==> src/hdl/srbt_pkg.sv <==
// Purpose: Shared constants for the read burst and turnaround block
// Assumes: Link counts are in memory clock cycles, not core cycles
// Notes:   Mode codes follow the burst length field of mode register zero
package srbt_pkg;
  localparam int        CNT_W           = 8;      // Width of the link clock counters
  localparam logic [7:0] CNT_MAX        = 8'hFF;  // Saturation value of the gap counters
  localparam logic [7:0] CNT_ONE        = 8'h01;  // One link clock
  localparam logic [3:0] BEATS_FULL     = 4'h8;   // Full eight-beat burst
  localparam logic [3:0] BEATS_CHOP     = 4'h4;   // Chopped four-beat burst
  localparam logic [1:0] MODE_FIXED_FULL = 2'h0;  // Burst field: fixed full burst
  localparam logic [1:0] MODE_PER_CMD   = 2'h1;   // Burst field: per-command select
  localparam logic [1:0] MODE_FIXED_CHOP = 2'h2;  // Burst field: fixed chopped burst
  localparam logic [7:0] DRIVE_FULL_CK  = 8'h04;  // Drive window after read latency, full burst
  localparam logic [7:0] DRIVE_CHOP_CK  = 8'h02;  // Drive window after read latency, chopped burst
  localparam logic [8:0] TURN_EXTRA_CK  = 9'h001; // Extra clock in the read-to-write gap
  localparam logic [2:0] BEAT_RESET     = 3'h0;   // Beat index after reset
endpackage : srbt_pkg

==> src/hdl/srbt_link_sync.sv <==
// Purpose: Bring the memory clock and command pins into the core clock domain
// Assumes: Core clock is several times faster than the memory clock
// Notes:   Edges are found on the second stage only; first stage feeds nothing else
module srbt_link_sync #(
  parameter int W = 5                          // Number of command pins
) (
  input  wire logic         core_clk,          // Core clock
  input  wire logic         rstn,              // Asynchronous reset, active low
  input  wire logic         linkClk,           // Memory clock pin
  input  wire logic [W-1:0] pins,              // Command pins, raw
  output logic              linkRise,          // One-cycle pulse on a memory clock rise
  output logic              linkFall,          // One-cycle pulse on a memory clock fall
  output logic [W-1:0]      pinsSync           // Command pins after two flops
);
  typedef struct packed {
    logic [W:0] s1;                            // First synchroniser stage
    logic [W:0] s2;                            // Second synchroniser stage
    logic       prevClk;                       // Last synchronised clock level
  } srbt_sync_t;

  srbt_sync_t st;                              // Registered state
  srbt_sync_t next_st;                         // Next state

  // Shift both stages; clock and pins share one delay so they stay aligned
  always_comb begin
    next_st         = st;
    next_st.s1      = {pins, linkClk};
    next_st.s2      = st.s1;
    next_st.prevClk = st.s2[0];
  end

  // State register
  always_ff @(posedge core_clk or negedge rstn) begin
    if (!rstn) begin
      st <= '0;
    end else begin
      st <= next_st;
    end
  end

  assign linkRise = st.s2[0] & ~st.prevClk;   // Rise seen on the settled stage
  assign linkFall = ~st.s2[0] & st.prevClk;   // Fall seen on the settled stage
  assign pinsSync = st.s2[W:1];
endmodule : srbt_link_sync

==> src/hdl/srbt_read_burst.sv <==
// Purpose: Read data framing and command turnaround watch of a DRAM read path
// Assumes: Additive latency zero, so read latency equals the read CAS latency
// Notes:   One read is tracked at a time; a read during a burst drives no data but still updates readBurstBeats and the gap checks
// What this block does
// - Read burst term eight full, four chopped
// - Write burst term four only fixed chop
// - Full burst drives from latency to +4
// - Chopped burst stops driving at latency +2
// - Full burst by fixed code or select high
// - Read timing only with locked loop
// - Select bit low chooses chopped burst; writes on the fly stay at eight
module srbt_read_burst #(
  parameter int DQ_W = 8                          // Data pins per beat
) (
  input  wire logic                core_clk,      // Core clock, 40 MHz
  input  wire logic                rstn,          // Asynchronous reset, active low
  input  wire logic                linkClk,       // Memory clock pin
  input  wire logic                cmdRead,       // Read command pin, high for a read
  input  wire logic                cmdWrite,      // Write command pin, high for a write
  input  wire logic                burstSelect,   // Per-command burst select address bit
  input  wire logic [1:0]          bankGroup,     // Bank group of the command
  input  wire logic [1:0]          burstMode,     // Burst field of mode register zero
  input  wire logic [5:0]          readCasLatency,  // Read latency in memory clocks
  input  wire logic [5:0]          writeCasLatency, // Write latency in memory clocks
  input  wire logic [1:0]          writePreambleTime, // Write preamble in memory clocks
  input  wire logic [3:0]          wrToRdDelayLong,   // Write-to-read delay, same group
  input  wire logic [3:0]          wrToRdDelayShort,  // Write-to-read delay, other group
  input  wire logic                dllLocked,     // Delay-locked loop enabled and locked
  input  wire logic [8*DQ_W-1:0]   burstData,     // Eight beats of read data, beat 0 low
  output logic [DQ_W-1:0]          dqOut,         // Data pins, driven value
  output logic                     dqOe,          // Data pins output enable
  output logic [3:0]               readBurstBeats,  // Beat count of the last read
  output logic [3:0]               writeBurstBeats, // Beat term of the last write
  output logic                     rdToWrViolation, // Pulse: write came too soon after read
  output logic                     wrToRdViolation  // Pulse: read came too soon after write
);
  typedef struct packed {
    logic                busy;        // A read is waiting or bursting
    logic                chop;        // Current read is a chopped burst
    logic [7:0]          clkCnt;      // Memory clocks since the read command
    logic [2:0]          beat;        // Next beat to drive
    logic                oe;          // Drive enable
    logic [DQ_W-1:0]     dq;          // Driven beat
    logic [8*DQ_W-1:0]   data;        // Captured burst
    logic [7:0]          sinceRead;   // Memory clocks since last read
    logic [7:0]          sinceWrite;  // Memory clocks since last write
    logic [3:0]          rdBeats;     // Read burst term of the last read
    logic [3:0]          wrBeats;     // Write burst term of the last write
    logic [1:0]          wrGroup;     // Bank group of the last write
    logic                rdWrErr;     // Read-to-write spacing pulse
    logic                wrRdErr;     // Write-to-read spacing pulse
  } srbt_state_t;

  srbt_state_t st;                    // Registered state
  srbt_state_t next_st;               // Next state
  logic        linkRise;              // Memory clock rise pulse
  logic        linkFall;              // Memory clock fall pulse
  logic [4:0]  pinsSync;              // Synchronised command pins

  // Burst term of a command from the mode field and the select bit
  function automatic logic [3:0] burstBeats(input logic [1:0] mode, input logic sel, input logic isWrite);
    logic [3:0] b;
    b = srbt_pkg::BEATS_FULL;
    if (mode == srbt_pkg::MODE_FIXED_CHOP) begin
      b = srbt_pkg::BEATS_CHOP;
    end else if (mode == srbt_pkg::MODE_PER_CMD && !sel && !isWrite) begin
      b = srbt_pkg::BEATS_CHOP;
    end
    return b;                                                 // Writes on the fly stay at eight
  endfunction : burstBeats

  // Saturating increment of a gap counter
  function automatic logic [7:0] satInc(input logic [7:0] v);
    return (v == srbt_pkg::CNT_MAX) ? v : v + srbt_pkg::CNT_ONE;
  endfunction : satInc

  srbt_link_sync #(.W(5)) u_sync (
    .core_clk (core_clk),
    .rstn     (rstn),
    .linkClk  (linkClk),
    .pins     ({bankGroup, burstSelect, cmdWrite, cmdRead}),
    .linkRise (linkRise),
    .linkFall (linkFall),
    .pinsSync (pinsSync)
  );

  logic       rdS;          // Synchronised read
  logic       wrS;          // Synchronised write
  logic       selS;         // Synchronised burst select
  logic [1:0] bgS;          // Synchronised bank group
  logic       readTake;     // Read accepted at this rise
  logic [7:0] cnt1;         // Clock count at this rise
  logic [7:0] readLat;      // Read latency widened
  logic [3:0] rdNew;        // Burst term of an arriving read
  logic [3:0] wrNew;        // Burst term of an arriving write
  logic [8:0] rdWrHave;     // Gap seen, offset by write latency
  logic [8:0] rdWrNeed;     // Least read-to-write gap, offset by write latency
  logic [8:0] wrRdNeed;     // Least write-to-read gap

  assign rdS   = pinsSync[0];
  assign wrS   = pinsSync[1];
  assign selS  = pinsSync[2];
  assign bgS   = pinsSync[4:3];
  assign cnt1  = st.clkCnt + srbt_pkg::CNT_ONE;
  assign readLat = {2'h0, readCasLatency};
  assign rdNew = burstBeats(burstMode, selS, 1'b0);
  assign wrNew = burstBeats(burstMode, selS, 1'b1);
  // Latency difference kept as a sum on both sides so it never goes negative
  assign rdWrHave = {1'b0, st.sinceRead} + {3'h0, writeCasLatency};
  assign rdWrNeed = {3'h0, readCasLatency} + {6'h0, st.rdBeats[3:1]} + srbt_pkg::TURN_EXTRA_CK
                  + {7'h0, writePreambleTime};
  assign wrRdNeed = {3'h0, writeCasLatency} + {6'h0, st.wrBeats[3:1]}
                  + {5'h0, (bgS == st.wrGroup) ? wrToRdDelayLong : wrToRdDelayShort};
  // No read output without a locked loop; the strobe timing would be undefined
  assign readTake = linkRise && rdS && !st.busy && dllLocked;

  // Command tracking, spacing checks and burst framing
  always_comb begin
    next_st         = st;
    next_st.rdWrErr = 1'b0;
    next_st.wrRdErr = 1'b0;
    if (linkRise) begin
      // Gap counters advance each memory clock
      next_st.sinceRead  = satInc(st.sinceRead);
      next_st.sinceWrite = satInc(st.sinceWrite);
      next_st.clkCnt     = cnt1;
      if (wrS) begin
        next_st.rdWrErr    = (rdWrHave < rdWrNeed);
        next_st.sinceWrite = srbt_pkg::CNT_ONE;
        next_st.wrBeats    = wrNew;
        next_st.wrGroup    = bgS;
      end
      if (rdS) begin
        next_st.wrRdErr   = ({1'b0, st.sinceWrite} < wrRdNeed);
        next_st.sinceRead = srbt_pkg::CNT_ONE;
        next_st.rdBeats   = rdNew;
      end
      if (readTake) begin
        next_st.busy   = 1'b1;
        next_st.chop   = (rdNew == srbt_pkg::BEATS_CHOP);
        next_st.clkCnt = '0;
        next_st.data   = burstData;
        next_st.beat   = srbt_pkg::BEAT_RESET;
      end else if (st.busy && !st.oe && cnt1 == readLat) begin
        // First beat goes out on the rise at read latency
        next_st.oe   = 1'b1;
        next_st.dq   = st.data[DQ_W-1:0];
        next_st.beat = 3'h1;
      end else if (st.oe && cnt1 == readLat + (st.chop ? srbt_pkg::DRIVE_CHOP_CK
                                                       : srbt_pkg::DRIVE_FULL_CK)) begin
        next_st.oe   = 1'b0;
        next_st.busy = 1'b0;
      end else if (st.oe) begin
        next_st.dq   = st.data[st.beat*DQ_W +: DQ_W];
        next_st.beat = st.beat + 3'h1;
      end
    end else if (linkFall && st.oe) begin
      // Second beat of each clock on the falling edge
      next_st.dq   = st.data[st.beat*DQ_W +: DQ_W];
      next_st.beat = st.beat + 3'h1;
    end
  end

  // State register; gap counters start saturated so the first command is clean
  always_ff @(posedge core_clk or negedge rstn) begin
    if (!rstn) begin
      st            <= '0;
      st.sinceRead  <= srbt_pkg::CNT_MAX;
      st.sinceWrite <= srbt_pkg::CNT_MAX;
      st.rdBeats    <= srbt_pkg::BEATS_FULL;
      st.wrBeats    <= srbt_pkg::BEATS_FULL;
    end else begin
      st <= next_st;
    end
  end

  assign dqOut           = st.dq;
  assign dqOe            = st.oe;
  assign readBurstBeats  = st.rdBeats;
  assign writeBurstBeats = st.wrBeats;
  assign rdToWrViolation = st.rdWrErr;
  assign wrToRdViolation = st.wrRdErr;
endmodule : srbt_read_burst

==> config.mk <==
export PLATFORM = sky130hd
export DESIGN_NAME = srbt_read_burst
export DESIGN_NICKNAME = d
export VERILOG_FILES = /design/src/hdl/srbt_pkg.sv /design/src/hdl/srbt_link_sync.sv /design/src/hdl/srbt_read_burst.sv
export SDC_FILE = /design/constraint.sdc
export NUM_CORES = 1
export LEC_CHECK = 0
export ABC_CLOCK_PERIOD_IN_PS = 4500
export BUFFER_PORTS_ARGS = -buffer_cell sky130_fd_sc_hd__buf_2
export CAP_MARGIN = 10
export CORE_MARGIN = 3
export CORE_UTILIZATION = 55
export DETAILED_ROUTE_END_ITERATION = 7
export HOLD_SLACK_MARGIN = 0.1
export PLACE_DENSITY = 0.77
export SYNTH_ARGS = -nofsm -noshare
export SYNTH_HDL_FRONTEND = slang
export SYNTH_SLANG_ARGS = --single-unit
==> constraint.sdc <==
create_clock -name core_clk -period 4.5 [get_ports core_clk]
set_input_delay 0.225 -clock core_clk [delete_from_list [all_inputs] [get_ports core_clk]]
set_output_delay 0.225 -clock core_clk [all_outputs]
set_load 0.01 [all_outputs]
==> impl_metrics.json <==
{
  "status": "completed",
  "yosysUniqueCellTypes": 60,
  "initial_utilization_pct": 56.91,
  "netlist_area_mm2": 0.006922,
  "worstSetupStartpointType": "register",
  "slew_headroom_pct": 31.55,
  "fmax_ghz": 0.2945,
  "startpoint": "st[2]$_DFFE_PN0P_",
  "path_clk_slew_ns": 0.06,
  "crit_type": "register to register",
  "gp_congestion": 0.8643,
  "critPathMaxFanout": 4,
  "required_ns": 4.85,
  "clock-sinks": 123,
  "hold_viol_final": 0,
  "synth.most_common_cell": "nand2_1",
  "grt_pass1_vias": 6164,
  "cts_hold_buf": 71,
  "grt_max_degree": 77,
  "path_cells": "xnor2_1 -> and2_1 -> nand2_1 -> nand2_1 -> fa_1 -> ha_1 -> a21o_1 -> a21oi_1 -> nor2b_1 -> o21ai_0 -> ha_1 -> a2111oi_0 -> o31a_1",
  "power.switching_mw": 1.653,
  "swShare_pct": 34.20,
  "internal-power_mw": 3.180,
  "multi_input_area_mm2": 0.003481,
  "fin_cells": 1091,
  "synthToLayoutAreaGrowth_pct": 26.83,
  "core-area_mm2": 0.01216,
  "die_area_mm2": 0.01397,
  "ys_async_sr_fraction_pct": 100.0,
  "register_area_mm2": 0.003100,
  "synth-main-ff-cell": "dfrtp_1",
  "cpPeakStageDelay_ns": 0.49,
  "setup_viol": 0,
  "cts_tree": "built",
  "grt_pass1_wl_mm": 29.62,
  "post-dp-hpwl_mm": 11.12,
  "clockRootBuffer": "clkbuf_16",
  "final_nets": 1048,
  "io_pins": 116,
  "max-cap-violations": 0,
  "place_area_mm2": 0.007481,
  "timing.final.crit_share_pct": 75.46,
  "io_buffers": 111,
  "endpoint_kind": "register",
  "design_area_mm2": 0.008778,
  "seq_power_share_pct": 38.6,
  "p_per_area_mw_per_mm2": 550.5,
  "power_mw": 4.833,
  "finClkSkew_ns": 0.008539,
  "synth.ff_latch_count": 123,
  "synth_commonest_cells": "nand2_1, dfrtp_1, nor2_1, ha_1",
  "cts_inserted_buffers": 17,
  "yosys_warnings": 0,
  "rsz0062_at_grt": "false",
  "antenna_found_initial": 0,
  "clk_path_buf_depth": 2,
  "n_fill_cell": 842,
  "rr_startpoint": "st[2]$_DFFE_PN0P_",
  "wl_per_cell_um": 16.63,
  "ctsResizeCount": 0,
  "ys_top_cells_by_area": "dfrtp_1, nand2_1, dfstp_2",
  "floorplan.rows": 40,
  "crit_arrival_ns": 3.75,
  "ant_nets": 0,
  "grt_use_total_pct": 26.72,
  "overflow": 0,
  "synth-edff-count": 0,
  "insertion_delay_ns": 0.42,
  "worst_pin_slew_ns": 1.024,
  "leakage_nw": 4.354,
  "dieHeight_um": 118.2,
  "dr.pass1.iters": 5,
  "crit_family": "compound AO/OA/AOI/OAI gates",
  "cts_setup_buffers": 0,
  "holdCritPathClass": "input port to register",
  "pwr-share-clk_pct": 27.9,
  "postRouteWirelength_mm": 18.14,
  "slew_viol_final": 0,
  "viasPerCell": 5.437,
  "synthCells": 746,
  "ir_drop_uv": 359.6,
  "placedCellCount": 987,
  "hp-start": "burstMode[0]",
  "drc_errors": 0,
  "die_w_um": 118.2,
  "crit_buf_inv": 0,
  "yosys.area.top_type": "dfrtp_1",
  "fin_setup_tns_ns": 0,
  "layout-drive-gt1-share_pct": 21.58,
  "synth_top_area_share_pct": 37.96,
  "seq_area_frac_synth_pct": 44.79,
  "avgSynthCellArea_um2": 9.278,
  "vias": 5932,
  "fin_crit_ns": 3.396,
  "htreeDepth": 4,
  "crit_slowest_cell": "a2111oi_0",
  "drtIter0Drc": 387,
  "comb_power_share_pct": 33.5,
  "utilization_pct": 72.18
}
-- state kept, by name (all words and copies together), names as in the netlist --
| register | count |
|---|---|
| dqOe | 1 |
| writeBurstBeats | 2 |
| readBurstBeats | 2 |
| dqOut | 8 |
| u_sync.next_st | 7 |
| rdToWrViolation | 1 |
| st | 95 |
| u_sync.pinsSync | 5 |
| wrToRdViolation | 1 |
| u_sync.st | 1 |
-- layer usage --
layer / track usage [%] / up-vias / part of all wire, %
met5: 0 / - / 0
met4: 10.33 / 0 / 2.5
met3: 6.411 / 45 / 5.7
met2: 45.87 / 228 / 51
met1: 32.65 / 2865 / 41
li1: - / 2794 / -
-- per-stage QoR --
| stage | hold slack (ns) | worst slack (ns) |
|---|---|---|
| 6_report | 0.1266 | 1.104 |
| 5_1_grt | 0.1361 | 0.9074 |
| 4_1_cts | 0.1138 | 1.146 |
| 3_5_place_dp | 0.3347 | 1.184 |
| 3_3_place_gp | 0.3343 | 1.390 |
| 2_1_floorplan | -0.07059 | 1.515 |
-- cell families after synthesis --
kind of cell             count (synthesis)  share of synthesized area (%)
AO/OA/AOI/OAI                           84                          8.153
XOR/XNOR                                36                          4.555
adder cells (fa/ha/maj)                 42                          8.351
buffers and inverters                   72                          5.152
flip-flops                             123                          44.79
multiplexers                            25                          6.652
other                                    1                        0.05418
AND/OR/NAND/NOR                        363                          22.29
-- power by group through the flow --
stage	combinational [mW]	sequential (mW)	clock, mW
5_1_grt	1.82	1.91	1.41
3_3_place_gp	1.47	1.83	0
2_1_floorplan	1.28	1.71	0
3_5_place_dp	1.54	1.85	0
6_report	1.62	1.87	1.35
4_1_cts	1.61	1.85	1.35
-- cells in the final DEF (no fill, tap or decap), types with 2 or more instances in the layout --
cell,Yosys,routed
xnor2_1,22,22
mux4_2,16,16
buf_2,1,110
a2111oi_0,2,2
nand3b_1,2,2
dfstp_2,18,18
a31oi_1,10,10
nor2b_1,9,9
nor3_1,4,4
nand2b_1,11,11
o21ai_0,26,26
o41ai_1,2,2
a21o_1,9,9
nand2_1,259,259
or3_1,5,5
inv_6,0,3
and2_1,2,2
nand3_1,10,10
inv_1,26,26
buf_4,18,5
o31ai_1,2,2
and3_1,5,5
nand4_1,7,7
nand4b_1,2,2
clkinv_2,0,5
a21oi_1,16,16
ha_1,35,35
dfrtp_1,105,105
clkinv_4,0,3
mux2_2,8,8
conb_1,1,4
nor2_1,38,38
clkbuf_16,0,17
bufinv_16,0,2
dlygate4sd3_1,0,71
fa_1,7,7
xor2_1,14,14
o21a_1,4,4
-- worst paths after layout --
check / to / slack, ns / depth (start not counted)
setup reg to reg: wrToRdViolation$_DFF_PN0_ / 1.10 / 13
hold / removal: st[112]$_DFFE_PN0P_ / 0.13 / 3
min in group asynchronous: st[106]$_DFFE_PN0P_ / 0.51 / 2
max in group asynchronous: dqOe$_DFFE_PN0P_ / 2.76 / 3
hold reg to reg: u_sync.pinsSync[4]$_DFF_PN0_ / 0.35 / 0
setup / recovery: wrToRdViolation$_DFF_PN0_ / 1.10 / 13
-- tightest hold or removal path, stage by stage --
cell     delay [ns]
buf_2          0.10
nand2_1        0.09
a31oi_1        0.08
-- layout make-up --
| class | count | area share [%] |
|---|---|---|
| Clock buffer | 18 | 5.003 |
| Multi-Input combinational cell | 554 | 39.65 |
| Timing Repair Buffer | 186 | 14.79 |
| Tap cell | 168 | 2.395 |
| Inverter | 27 | 1.155 |
| Sequential cell | 123 | 35.32 |
| Clock inverter | 14 | 1.653 |
| Antenna cell | 1 | 0.02851 |
Power figures use the tool's default switching activity.
